$ cat src/logic/clock_stop_pkg.sv
// Overview of operation
// - sample five strap pins during power-up
// - after reset, strap pins become driven clocks
// - high strap latches one, low latches zero
// - graphics clocks stop low, restart full pulse
// - graphics stop under three periods, restart one
// - graphics stop honoured only with mode strap low
// - other clock groups keep running undisturbed
// - processor clocks stop low, restart full pulse
// - processor stop and restart under four periods
// - all stop inputs synchronized to the input clock clk
// - power-down synchronized before shutdown begins
// - power-down drives all clocks low, oscillators off
// - power-up wait of three milliseconds after sync
// - power-down ignores bus and processor stops
// - reference and 48 MHz stop low quickly
// - outputs go low on next falling edge
// - bus clocks stop low, restart full pulse
// - bus stop within one period, restart next rise
package clock_stop_pkg;
  localparam int STRAP_W        = 5;
  localparam int MODE_BIT       = 0;
  localparam int CLK_PERIOD_NS  = 10;
  localparam int PWRUP_MS       = 3;
  localparam int PWRUP_CYC      = PWRUP_MS * 1000000 / CLK_PERIOD_NS;
  localparam int DIV_HALF       = 2;
  localparam logic [4:0] STRAP_RST = 5'h00;

  typedef struct packed {
    logic processor;
    logic graphics;
    logic bus;
    logic reference;
    logic usb48;
  } clk_group_t;

  typedef struct packed {
    logic graphics_clock_halt_n;
    logic processor_halt_n;
    logic bus_halt_n;
    logic power_down_n;
  } stop_req_t;
endpackage

$ cat src/logic/clock_output_stop_control.sv
`timescale 1ns/100ps
`default_nettype none
module clock_output_stop_control #(
  parameter int PWRUP_CYCLES = clock_stop_pkg::PWRUP_CYC,
  parameter int DIV          = clock_stop_pkg::DIV_HALF
) (
  input  wire logic                          clk,
  input  wire logic                          resetn,
  input  wire clock_stop_pkg::stop_req_t     stop_in,
  input  wire logic [clock_stop_pkg::STRAP_W-1:0] strap_pin_in,
  output logic [clock_stop_pkg::STRAP_W-1:0] strap_pin_out,
  output logic [clock_stop_pkg::STRAP_W-1:0] strap_pin_oe,
  output logic [clock_stop_pkg::STRAP_W-1:0] strap_value,
  output clock_stop_pkg::clk_group_t         clk_out,
  output logic                               osc_enable,
  output logic                               clocks_ready
);
  import clock_stop_pkg::*;

  typedef enum logic [1:0] {ST_RUN, ST_DRAIN, ST_DOWN, ST_WAKE} pd_state_t;

  // two-flop synchronizers for async pins
  stop_req_t                  sync1_q;
  stop_req_t                  sync2_q;
  logic [STRAP_W-1:0]         strap_s1_q;
  logic [STRAP_W-1:0]         strap_s2_q;
  logic                       strap_done_q;
  logic [STRAP_W-1:0]         strap_q;
  pd_state_t                  pd_q;
  logic [31:0]                wake_cnt_q;
  logic [7:0]                 div_q;
  logic                       phase_q;
  logic                       en_cpu_q;
  logic                       en_gfx_q;
  logic                       en_bus_q;
  logic                       en_aux_q;
  clk_group_t                 clk_q;
  logic                       rise;
  logic                       fall;

  always_ff @(posedge clk) begin
    if (!resetn) begin
      sync1_q <= '1;
      sync2_q <= '1;
    end else begin
      sync1_q <= stop_in;
      sync2_q <= sync1_q;
    end
  end

  // strap capture while reset is held, then pins turn to outputs
  always_ff @(posedge clk) begin
    strap_s1_q <= strap_pin_in;
    strap_s2_q <= strap_s1_q;
  end

  always_ff @(posedge clk) begin
    if (!resetn) begin
      strap_done_q <= 1'b0;
      strap_q      <= STRAP_RST;
    end else if (!strap_done_q) begin
      strap_done_q <= 1'b1;
      strap_q      <= strap_s2_q;
    end
  end

  assign strap_value = strap_q;

  // internal processor clock phase
  always_ff @(posedge clk) begin
    if (!resetn) begin
      div_q   <= 8'h00;
      phase_q <= 1'b0;
    end else if (div_q == 8'(DIV - 1)) begin
      div_q   <= 8'h00;
      phase_q <= ~phase_q;
    end else begin
      div_q <= div_q + 8'h01;
    end
  end

  assign rise = (div_q == 8'(DIV - 1)) && !phase_q;
  assign fall = (div_q == 8'(DIV - 1)) && phase_q;

  // power-down sequencing
  always_ff @(posedge clk) begin
    if (!resetn) begin
      pd_q       <= ST_RUN;
      wake_cnt_q <= 32'h0;
    end else begin
      case (pd_q)
        ST_RUN: begin
          if (!sync2_q.power_down_n) pd_q <= ST_DRAIN;
        end
        ST_DRAIN: begin
          if (fall) pd_q <= ST_DOWN;
        end
        ST_DOWN: begin
          wake_cnt_q <= 32'h0;
          if (sync2_q.power_down_n) pd_q <= ST_WAKE;
        end
        ST_WAKE: begin
          if (!sync2_q.power_down_n) begin
            pd_q <= ST_DRAIN;
          end else if (wake_cnt_q == 32'(PWRUP_CYCLES - 1)) begin
            pd_q <= ST_RUN;
          end else begin
            wake_cnt_q <= wake_cnt_q + 32'h1;
          end
        end
        default: pd_q <= ST_RUN;
      endcase
    end
  end

  // per-group enables change only on falling edge, so stop is low and
  // restart yields a full high pulse
  always_ff @(posedge clk) begin
    if (!resetn) begin
      en_cpu_q <= 1'b1;
      en_gfx_q <= 1'b1;
      en_bus_q <= 1'b1;
      en_aux_q <= 1'b1;
    end else if (fall) begin
      if (pd_q != ST_RUN) begin
        en_cpu_q <= 1'b0;
        en_gfx_q <= 1'b0;
        en_bus_q <= 1'b0;
        en_aux_q <= 1'b0;
      end else begin
        en_cpu_q <= sync2_q.processor_halt_n;
        en_gfx_q <= sync2_q.graphics_clock_halt_n || strap_q[MODE_BIT];
        en_bus_q <= sync2_q.bus_halt_n;
        en_aux_q <= 1'b1;
      end
    end
  end

  always_ff @(posedge clk) begin
    if (!resetn) begin
      clk_q <= '0;
    end else if (rise) begin
      clk_q.processor <= en_cpu_q;
      clk_q.graphics  <= en_gfx_q;
      clk_q.bus       <= en_bus_q;
      clk_q.reference <= en_aux_q;
      clk_q.usb48     <= en_aux_q;
    end else if (fall) begin
      clk_q <= '0;
    end
  end

  assign clk_out       = clk_q;
  assign osc_enable    = (pd_q != ST_DOWN);
  assign clocks_ready  = (pd_q == ST_RUN);
  assign strap_pin_oe  = {STRAP_W{strap_done_q}};
  assign strap_pin_out = {STRAP_W{clk_q.bus}};

  chk_gfx_mode_ignored: assert property (@(posedge clk) disable iff (!resetn)
    (strap_q[MODE_BIT] && pd_q == ST_RUN && fall)
      |=> en_gfx_q)
    else $error("graphics stop not ignored with mode high");
  chk_cpu_stop_lat: assert property (@(posedge clk) disable iff (!resetn)
    (!sync2_q.processor_halt_n && pd_q == ST_RUN && fall) |=> !en_cpu_q)
    else $error("processor enable not cleared");
  chk_stop_low: assert property (@(posedge clk) disable iff (!resetn)
    (!en_gfx_q && $past(!en_gfx_q)) |-> !clk_q.graphics)
    else $error("graphics clock not held low");
  chk_bus_low: assert property (@(posedge clk) disable iff (!resetn)
    (!en_bus_q && $past(!en_bus_q)) |-> !clk_q.bus)
    else $error("bus clock not held low");
  chk_pd_fall: assert property (@(posedge clk) disable iff (!resetn)
    (pd_q == ST_DRAIN && fall) |=> (pd_q == ST_DOWN))
    else $error("power-down not entered on falling edge");
  chk_pd_all_low: assert property (@(posedge clk) disable iff (!resetn)
    (pd_q == ST_DOWN) |-> (clk_q == '0 && !en_cpu_q && !en_aux_q))
    else $error("clocks not low in power-down");
  chk_pd_sync: assert property (@(posedge clk) disable iff (!resetn)
    (pd_q == ST_RUN && $fell(sync2_q.power_down_n)) |=> (pd_q == ST_DRAIN))
    else $error("power-down request not taken");
  chk_strap_oe: assert property (@(posedge clk) disable iff (!resetn)
    $rose(strap_done_q) |-> (strap_pin_oe == '1 && strap_q == $past(strap_s2_q)))
    else $error("strap capture or pin turnaround wrong");
  chk_pd_ignores: assert property (@(posedge clk) disable iff (!resetn)
    (pd_q == ST_DOWN && fall) |=> (!en_cpu_q && !en_bus_q))
    else $error("stop inputs honoured during power-down");
  chk_aux_runs: assert property (@(posedge clk) disable iff (!resetn)
    (pd_q == ST_RUN && $past(pd_q) == ST_RUN && fall) |=> en_aux_q)
    else $error("free clocks disturbed");

  // input synchronizer stages
  chk_sync_first: assert property (@(posedge clk) disable iff (!resetn)
    $past(resetn)
      |-> (sync1_q == $past(stop_in)))
    else $error("first sync stage does not follow pins");

  chk_sync_second: assert property (@(posedge clk) disable iff (!resetn)
    $past(resetn)
      |-> (sync2_q == $past(sync1_q)))
    else $error("second sync stage does not follow first");

  chk_div_range: assert property (@(posedge clk) disable iff (!resetn)
    div_q <= 8'(DIV - 1))
    else $error("internal clock divider out of range");

  // strap latch and pin turnaround
  chk_strap_hold: assert property (@(posedge clk) disable iff (!resetn)
    (strap_done_q && $past(strap_done_q))
      |-> $stable(strap_q))
    else $error("strap latch changed after capture");

  chk_oe_before: assert property (@(posedge clk) disable iff (!resetn)
    !strap_done_q
      |-> (strap_pin_oe == '0))
    else $error("strap pins driven before capture");

  // per-group enable decisions at the internal falling point
  chk_gfx_stop: assert property (@(posedge clk) disable iff (!resetn)
    (!sync2_q.graphics_clock_halt_n && !strap_q[MODE_BIT] && pd_q == ST_RUN && fall)
      |=> !en_gfx_q)
    else $error("graphics stop not honoured with mode low");

  chk_gfx_start: assert property (@(posedge clk) disable iff (!resetn)
    (sync2_q.graphics_clock_halt_n && pd_q == ST_RUN && fall)
      |=> en_gfx_q)
    else $error("graphics clock not restarted");

  chk_cpu_start: assert property (@(posedge clk) disable iff (!resetn)
    (sync2_q.processor_halt_n && pd_q == ST_RUN && fall)
      |=> en_cpu_q)
    else $error("processor clock not restarted");

  chk_bus_stop: assert property (@(posedge clk) disable iff (!resetn)
    (!sync2_q.bus_halt_n && pd_q == ST_RUN && fall)
      |=> !en_bus_q)
    else $error("bus enable not cleared");

  chk_bus_start: assert property (@(posedge clk) disable iff (!resetn)
    (sync2_q.bus_halt_n && pd_q == ST_RUN && fall)
      |=> en_bus_q)
    else $error("bus clock not restarted");

  // full first high pulse after every restart
  chk_pulse_cpu: assert property (@(posedge clk) disable iff (!resetn)
    $rose(clk_q.processor)
      |=> clk_q.processor)
    else $error("processor high pulse cut short");

  chk_pulse_gfx: assert property (@(posedge clk) disable iff (!resetn)
    $rose(clk_q.graphics)
      |=> clk_q.graphics)
    else $error("graphics high pulse cut short");

  chk_pulse_bus: assert property (@(posedge clk) disable iff (!resetn)
    $rose(clk_q.bus)
      |=> clk_q.bus)
    else $error("bus high pulse cut short");

  chk_pulse_ref: assert property (@(posedge clk) disable iff (!resetn)
    $rose(clk_q.reference)
      |=> clk_q.reference)
    else $error("reference high pulse cut short");

  chk_cpu_low: assert property (@(posedge clk) disable iff (!resetn)
    (!en_cpu_q && $past(!en_cpu_q))
      |-> !clk_q.processor)
    else $error("processor clock not held low");

  // stop and restart latency
  chk_gfx_restart: assert property (@(posedge clk) disable iff (!resetn)
    $rose(en_gfx_q)
      |-> ##[1:2] clk_q.graphics)
    else $error("graphics restart too slow");

  chk_cpu_restart: assert property (@(posedge clk) disable iff (!resetn)
    $rose(en_cpu_q)
      |-> ##[1:2] clk_q.processor)
    else $error("processor restart too slow");

  chk_bus_restart: assert property (@(posedge clk) disable iff (!resetn)
    $rose(en_bus_q)
      |-> ##[1:2] clk_q.bus)
    else $error("bus restart too slow");

  chk_gfx_off: assert property (@(posedge clk) disable iff (!resetn)
    $fell(en_gfx_q)
      |-> !clk_q.graphics)
    else $error("graphics clock high after stop");

  chk_cpu_off: assert property (@(posedge clk) disable iff (!resetn)
    $fell(en_cpu_q)
      |-> !clk_q.processor)
    else $error("processor clock high after stop");

  chk_bus_off: assert property (@(posedge clk) disable iff (!resetn)
    $fell(en_bus_q)
      |-> !clk_q.bus)
    else $error("bus clock high after stop");

  // power-down sequence
  chk_osc_low_clk: assert property (@(posedge clk) disable iff (!resetn)
    !osc_enable
      |-> (clk_q == '0))
    else $error("clock high while oscillator off");

  chk_stay_down: assert property (@(posedge clk) disable iff (!resetn)
    (pd_q == ST_DOWN && !sync2_q.power_down_n)
      |=> (pd_q == ST_DOWN))
    else $error("left power-down while still requested");

  chk_wake_abort: assert property (@(posedge clk) disable iff (!resetn)
    (pd_q == ST_WAKE && !sync2_q.power_down_n)
      |=> (pd_q == ST_DRAIN))
    else $error("new power-down during wake not taken");

  chk_wake_done: assert property (@(posedge clk) disable iff (!resetn)
    (pd_q == ST_WAKE && sync2_q.power_down_n && wake_cnt_q == 32'(PWRUP_CYCLES - 1))
      |=> clocks_ready)
    else $error("wake count ended without ready");

  chk_wake_bound: assert property (@(posedge clk) disable iff (!resetn)
    wake_cnt_q < 32'(PWRUP_CYCLES))
    else $error("wake counter past its limit");

  chk_drain_bound: assert property (@(posedge clk) disable iff (!resetn)
    (pd_q == ST_DRAIN && $past(pd_q) == ST_RUN)
      |-> ##[1:4] (pd_q != ST_DRAIN))
    else $error("drain lasted past one internal period");

  chk_drain_clear: assert property (@(posedge clk) disable iff (!resetn)
    (pd_q == ST_DRAIN && fall)
      |=> (!en_aux_q && !en_bus_q && !en_cpu_q && !en_gfx_q && !clk_q.reference))
    else $error("enables not cleared on power-down");

  cov_gfx_stop: cover property (@(posedge clk) disable iff (!resetn) $fell(en_gfx_q));
  cov_cpu_stop: cover property (@(posedge clk) disable iff (!resetn) $fell(en_cpu_q));
  cov_bus_stop: cover property (@(posedge clk) disable iff (!resetn) $fell(en_bus_q));
  cov_wake: cover property (@(posedge clk) disable iff (!resetn)
    (pd_q == ST_WAKE) ##1 (pd_q == ST_RUN));
  cov_pd_down: cover property (@(posedge clk) disable iff (!resetn)
    (pd_q == ST_DRAIN) ##1 (pd_q == ST_DOWN));
endmodule
`default_nettype wire

$ cat config.mk
export PLATFORM = sky130hd
export DESIGN_NAME = clock_output_stop_control
export DESIGN_NICKNAME = d
export VERILOG_FILES = /design/src/logic/clock_stop_pkg.sv /design/src/logic/clock_output_stop_control.sv
export SDC_FILE = /design/constraint.sdc
export NUM_CORES = 1
export LEC_CHECK = 0
export BUFFER_PORTS_ARGS = -buffer_cell sky130_fd_sc_hd__buf_2
export CAP_MARGIN = 20
export CORE_UTILIZATION = 40
export CTS_CLUSTER_SIZE = 8
export DETAILED_ROUTE_END_ITERATION = 16
export PLACE_DENSITY = 0.63
export SLEW_MARGIN = 0
export SYNTH_ARGS = -nofsm -noshare
export SYNTH_HDL_FRONTEND = slang
export SYNTH_SLANG_ARGS = --single-unit
$ cat constraint.sdc
create_clock -name clk -period 2.35 [get_ports clk]
set_input_delay 0.235 -clock clk [delete_from_list [all_inputs] [get_ports clk]]
set_output_delay 0.235 -clock clk [all_outputs]
set_load 0.005 [all_outputs]
==> results.md, run 1 <==
- Antenna fix cells: 0
- P_leak: 0.00148 uW
- Final setup violation count: 0
- CP max stage delay: 0.58 ns
- Vias per inst: 5.42
- Layout Nets: 421
- Syn_nets: 388
- Status: finished clean
- Post-synth EDFFs: 0
- Commonest non-fill, non-tap cell in the layout: dfxtp_1
- Achievable frequency: 0.460 GHz
- Fin util: 0.474
- Clock latency on the worst-skew pair: 0.35 ns
- Top FF cell, synth: dfxtp_1
- Layout cells sized above 1: 0.196
- DR pass1 iterations: 4
- First-pass GRT wire length: 12100 um
- Largest net degree at the start of global routing: 38
- Clock buffer depth: 2
- Mux cell area share after synthesis: 0.0448
- Ports: 33
- Seq pwr share: 0.491
- XOR/XNOR share of the synthesized area: 0.0182
- Top Family by Delay on Critical Path: simple AND/OR/NAND/NOR gates
- Data required time of the worst path: 2.63 ns
- Wirelength, routed: 7180 um
- Max-slew headroom: 0.709
- Effective utilization at floorplan: 0.413
- Crit. path cell count: 5
- Vias post-DR: 2782
- Slew @ Worst Pin: 0.433 ns
- Power Internal: 2010 uW
- H-tree lvl count: 3
- Grt ovf: 0
- Drt wl/cell: 14.0 um
- Synth cell types: 56
- Critical-path cell list: ha_1, nand4_1, or4_1, or3_1, a21oi_1
- RSZ-0062 raised after global routing: no
- Synth Area in Adders: 0.0259
- HPWL after DPL: 4940 um
- Net Sw Power: 813 uW
- R2R depth: 5
- CTS Sinks: 75
- Post-Synthesis Cell Area: 0.00338 mm2
- Vias in the first global route: 2586
- Post-synthesis simple-gate area fraction: 0.268
- Startpoint types: flip-flop
- CTS Buf Count: 9
- Core Region: 0.00818 mm2
- CTS tree: yes
- Clock network power share: 0.367
- Hold Fails Final Rpt: 0
- VDD IR max: 617 uV
- Async set-reset flop share out of synthesis: 0
- GPL Wtd Cong: 0.904
- Hold path depth: 2
- Die H: 93.9 um
- CTS root buf: clkbuf_8
- Clock skew: 0.0138 ns
- Min Hold Slack: 0.0534 ns
- Die ar.: 0.00881 mm2
- Syn_area_per_cell: 9.13 um2
- Worst Path Arrival: 2.46 ns
- Die X: 93.9 um
- Fin cells: 513
- Combinational family with the most area after synthesis: simple AND/OR/NAND/NOR gates
- Fraction of the cycle the final worst path needs: 0.926
- Max-Cap Viols: 0
- Setup_tns: 0 ns
- Warnings from Yosys: 0
- Slowest CP cell: or4_1
- Post-layout min period: 2.18 ns
- Cells after synthesis: 370
- Row count: 33
- Tot GR Track Use: 0.177
- Sw frac: 0.288
- Crit path kind: flip-flop to flip-flop
- Slew Limit Fails: 0
- Combinational power share: 0.142
- CP max FO: 8
- Crit. End Element: flip-flop
- Hold Crit Class: input port to flip-flop
- Seq/Total Area, Yosys: 0.445
- Most frequent cells in the layout: dfxtp_1, nand2_1, buf_2
- CP Buf/Inv Count: 0
- Pwr Density: 730 mW/mm2
- Post-Place Cells: 492
- Post-route DRC: 0
- Yosys reg bits: 75
- Clock edge transition at the registers on the reported setup and hold paths: 0.09 ns
- Post-DRT Antenna Nets: 0
- IO buf count: 32
- Area grow syn2layout: 14.7%
- Initial DRC count: 158
- Compound-Gate Fraction of Synth Area: 0.136
- Initial antenna violation count: 0
==> per-stage QoR <==
step / worst slack (ns) / area (um2) / power (uW)
global placement: 0.219 / 3600 / 1800
detailed placement: 0.235 / 3600 / 1810
finish: 0.174 / 3870 / 2830
floorplan: 0.352 / 3380 / 1700
CTS: 0.186 / 3860 / 2850
global route: 0.0156 / 3870 / 2980
==> power groups by stage <==
stage          Combinational (uW)  Clock (uW)  Sequential [uW]
6_report                      402        1040             1390
2_1_floorplan                 299           0             1400
3_3_place_gp                  392           0             1410
4_1_cts                       407        1060             1390
5_1_grt                       457        1130             1400
3_5_place_dp                  398           0             1420
==> cells by family (layout without fill, tap and decap cells) <==
logic type               Yosys count  after routing
multiplexers                      15             15
AND/OR/NAND/NOR                  164            164
XOR/XNOR                           7              7
AO/OA/AOI/OAI                     64             64
buffers and inverters             38             76
flip-flops                        75             75
adder cells (fa/ha/maj)            7              7
==> cell usage after synthesis (6+ instances only) <==
master | instances | area share
nor3_1 | 7 | 0.010
o211ai_1 | 13 | 0.029
ha_1 | 7 | 0.026
buf_4 | 12 | 0.027
nand3_1 | 25 | 0.037
o21ai_0 | 6 | 0.0089
nand2b_1 | 13 | 0.024
clkbuf_1 | 9 | 0.010
nand4_1 | 9 | 0.017
nor3b_1 | 6 | 0.013
nor4_1 | 7 | 0.013
a31oi_1 | 6 | 0.011
or3_1 | 9 | 0.017
mux2i_1 | 14 | 0.041
inv_1 | 10 | 0.011
a21oi_1 | 12 | 0.018
nor2_1 | 21 | 0.023
nand2_1 | 35 | 0.039
dfxtp_1 | 75 | 0.44
==> timing repair <==
item,in CTS,in global routing
setup buffers,0,0
hold endpoints to repair,5,0
endpoints found under the setup margin,0,5
resized for setup,0,2
hold buffers,5,0
==> worst reg2reg max path, stage by stage, from the launching register on <==
cell     delay [ns]
dfxtp_1        0.41
ha_1           0.38
nand4_1        0.21
or4_1          0.58
or3_1          0.39
a21oi_1        0.14
==> metal layers <==
layer	vias up	GRT usage	part of all wire
met5	-	0	0
met4	0	0.0577	0.014
met3	10	0.0647	0.032
met2	49	0.294	0.49
met1	1317	0.212	0.47
li1	1406	-	-
==> layout make-up <==
type                            count  area (um2)
Tap cell                          105         131
Timing Repair Buffer               50         308
Sequential cell                    75        1500
Inverter                           10        37.5
Clock inverter                      7        81.3
Clock buffer                        9         124
Multi-Input combinational cell    257        1690
Fill cell                         817        4300
==> worst paths after layout <==
check,startpoint,to,slack [ns]
min reg2reg,strap_s1_q[2],strap_s2_q[2],0.33
min,stop_in[2],sync1_q[2],0.05
max reg2reg,pd_q[1],wake_cnt_q[29],0.17
max,pd_q[1],wake_cnt_q[29],0.17
==> registers in the layout, indices dropped and copies added (netlist names) <==
signal        count
clk_out           4
div_q             8
en_aux_q          1
en_bus_q          1
en_cpu_q          1
en_gfx_q          1
pd_q              2
phase_q           1
strap_done_q      1
strap_s1_q        5
strap_s2_q        5
strap_value       5
sync1_q           4
sync2_q           4
wake_cnt_q       32
Power figures use the tool's default switching activity.
==> inputs of run 2 (changes only) <==
==> constraint.sdc (replaced) <==
create_clock -name clk -period 2.35 [get_ports clk]
set_input_delay 0 -clock clk [delete_from_list [all_inputs] [get_ports clk]]
set_output_delay 0 -clock clk [all_outputs]
set_load 0.005 [all_outputs]
==> run 2 against run 1 <==
Global-route usage rose by 0.29 points. Count of clock-buffer cells in the layout grew 1. Sequential share of layout area decreased by 0.12 points. Power shrank 3.3%. Flip-flop and latch count unchanged. Critical endpoint unchanged.
==> results.md, run 2 (synthesis results as in run 1) <==
- CP max FO: 8 (unchanged)
- P_leak: 0.00148 uW (about the same)
- Die X: 93.9 um (unchanged)
- Effective utilization at floorplan: 0.413 (unchanged)
- Worst Path Arrival: 2.44 ns (-0.02 ns)
- Vias post-DR: 2811 (+1.0%)
- IO buf count: 32 (unchanged)
- CTS Sinks: 75 (unchanged)
- Critical-path cell list: ha_1, nand4_1, or4_1, or3_1, a21oi_1
- Core Region: 0.00818 mm2 (unchanged)
- Clock latency on the worst-skew pair: 0.36 ns (about the same)
- Achievable frequency: 0.464 GHz (+0.97%)
- VDD IR max: 483 uV (-22%)
- Area grow syn2layout: 15.0%
- Pre-CTS setup slack: 0.192 ns (-0.0429 ns)
- Largest reg by FF count: wake_cnt_q
- Filler Cells Inserted: 809 (-0.98%)
- RSZ-0062 raised after global routing: no
- Slowest CP cell: or4_1
- CTS Buf Count: 9 (unchanged)
- Tot GR Track Use: 0.180 (+0.00289)
- Fraction of the cycle the final worst path needs: 0.917 (-0.00886)
- H-tree lvl count: 3 (unchanged)
- Ports: 33 (unchanged)
- Postcts setup bufs: 0 (unchanged)
- Status: finished clean
- Initial antenna violation count: 0 (unchanged)
- Largest register FFs: 32 (unchanged)
- Clock skew: 0.0144 ns (+0.000626 ns)
- Initial DRC count: 119 (-25%)
- Layout Nets: 425 (+0.95%)
- Post-DRT Antenna Nets: 0 (unchanged)
- Min Hold Slack: 0.0346 ns (-0.0188 ns)
- Fin util: 0.475 (+0.00153)
- Largest net degree at the start of global routing: 39 (+2.6%)
- Max-Cap Viols: 0 (unchanged)
- Antenna fix cells: 0 (unchanged)
- CTS tree: yes
- Grt ovf: 0 (unchanged)
- Clock buffer depth: 2 (unchanged)
- Final setup margin: 0.195 ns (+0.0208 ns)
- Slew Limit Fails: 0 (unchanged)
- Vias per inst: 5.44 (+0.26%)
- First-pass GRT wire length: 12400 um (+1.7%)
- Row count: 33 (unchanged)
- HPWL after DPL: 4970 um (+0.54%)
- Post-layout min period: 2.16 ns (-0.0208 ns)
- Data required time of the worst path: 2.64 ns (about the same)
- Setup_tns: 0 ns (unchanged)
- GPL Wtd Cong: 0.882 (-2.5%)
- Crit. End Element: flip-flop
- Final setup violation count: 0 (unchanged)
- Wirelength, routed: 7240 um (+0.81%)
- Die H: 93.9 um (unchanged)
- Crit path kind: flip-flop to flip-flop
- CP max stage delay: 0.58 ns (about the same)
- Startpoint types: flip-flop
- Clock edge transition at the registers on the reported setup and hold paths: 0.09 ns (about the same)
- Post-route DRC: 0 (unchanged)
- Slew @ Worst Pin: 0.428 ns (-0.00470 ns)
- DR pass1 iterations: 4 (unchanged)
- Drt wl/cell: 14.0 um (about the same)
- Hold Crit Class: input port to flip-flop
- Most frequent cells in the layout: dfxtp_1, nand2_1, buf_2
- Max-slew headroom: 0.711 (+0.00177)
- CTS root buf: clkbuf_8
- Die ar.: 0.00881 mm2 (unchanged)
- Pwr Density: 703 mW/mm2 (-3.6%)
- CP Buf/Inv Count: 0 (unchanged)
- Hold Fails Final Rpt: 0 (unchanged)
- Largest regs: wake_cnt_q x32, div_q x8
- Layout cells sized above 1: 0.192 (-0.00433)
- Commonest non-fill, non-tap cell in the layout: dfxtp_1
- Top Family by Delay on Critical Path: simple AND/OR/NAND/NOR gates
- Vias in the first global route: 2728 (+5.5%)
## run 2: path summary, 6_finish.rpt
kind,start,to,slack [ns],cells past startpoint
setup / recovery,pd_q[0],wake_cnt_q[29],0.19,5
setup reg to reg,pd_q[0],wake_cnt_q[29],0.19,5
hold reg to reg,strap_s1_q[4],strap_s2_q[4],0.33,0
hold / removal,resetn,strap_value[3],0.03,3
## run 2: area by class of cell
class / instances / area, um2 / area share
multi-input cells: 257 / 1680 / 0.433
clock inverters: 6 / 46.3 / 0.0119
repair buffers: 54 / 348 / 0.0895
well taps: 105 / 131 / 0.0338
clock buffers: 10 / 138 / 0.0354
inverters: 10 / 37.5 / 0.00966
flip-flops and latches: 75 / 1500 / 0.386
## run 2: stage by stage
| step | cell area (um2) | std cells | power, uW |
|---|---|---|---|
| 2_1_floorplan | 3380 | 370 | 1700 |
| 3_5_place_dp | 3600 | 492 | 1810 |
| 4_1_cts | 3870 | 517 | 2760 |
| 3_3_place_gp | 3600 | 492 | 1800 |
| 5_1_grt | 3880 | 517 | 2880 |
| 6_report | 3880 | 517 | 2730 |
## run 2: per-layer routing
layer	share of wire	routed length, um	track usage
met5	0	0	0
met4	0.019	140	0.0769
met3	0.038	276	0.0510
met2	0.48	3500	0.306
met1	0.46	3320	0.212
## run 2: what timing repair did
item                                    in CTS  in global routing
endpoints found under the setup margin       0                  1
hold endpoints to repair                     9                  0
resized for setup                            0                  1
hold buffers                                 9                  0
## run 2: power by group
part | switching [uW] | internal [uW]
clock | 519 | 421
combinational | 231 | 176
sequential | 52.4 | 1330
total | 802 | 1930
## run 2: worst min-delay path: stages
cell and delay (ns):
buf_2 0.09, inv_1 0.14, nor2_1 0.13
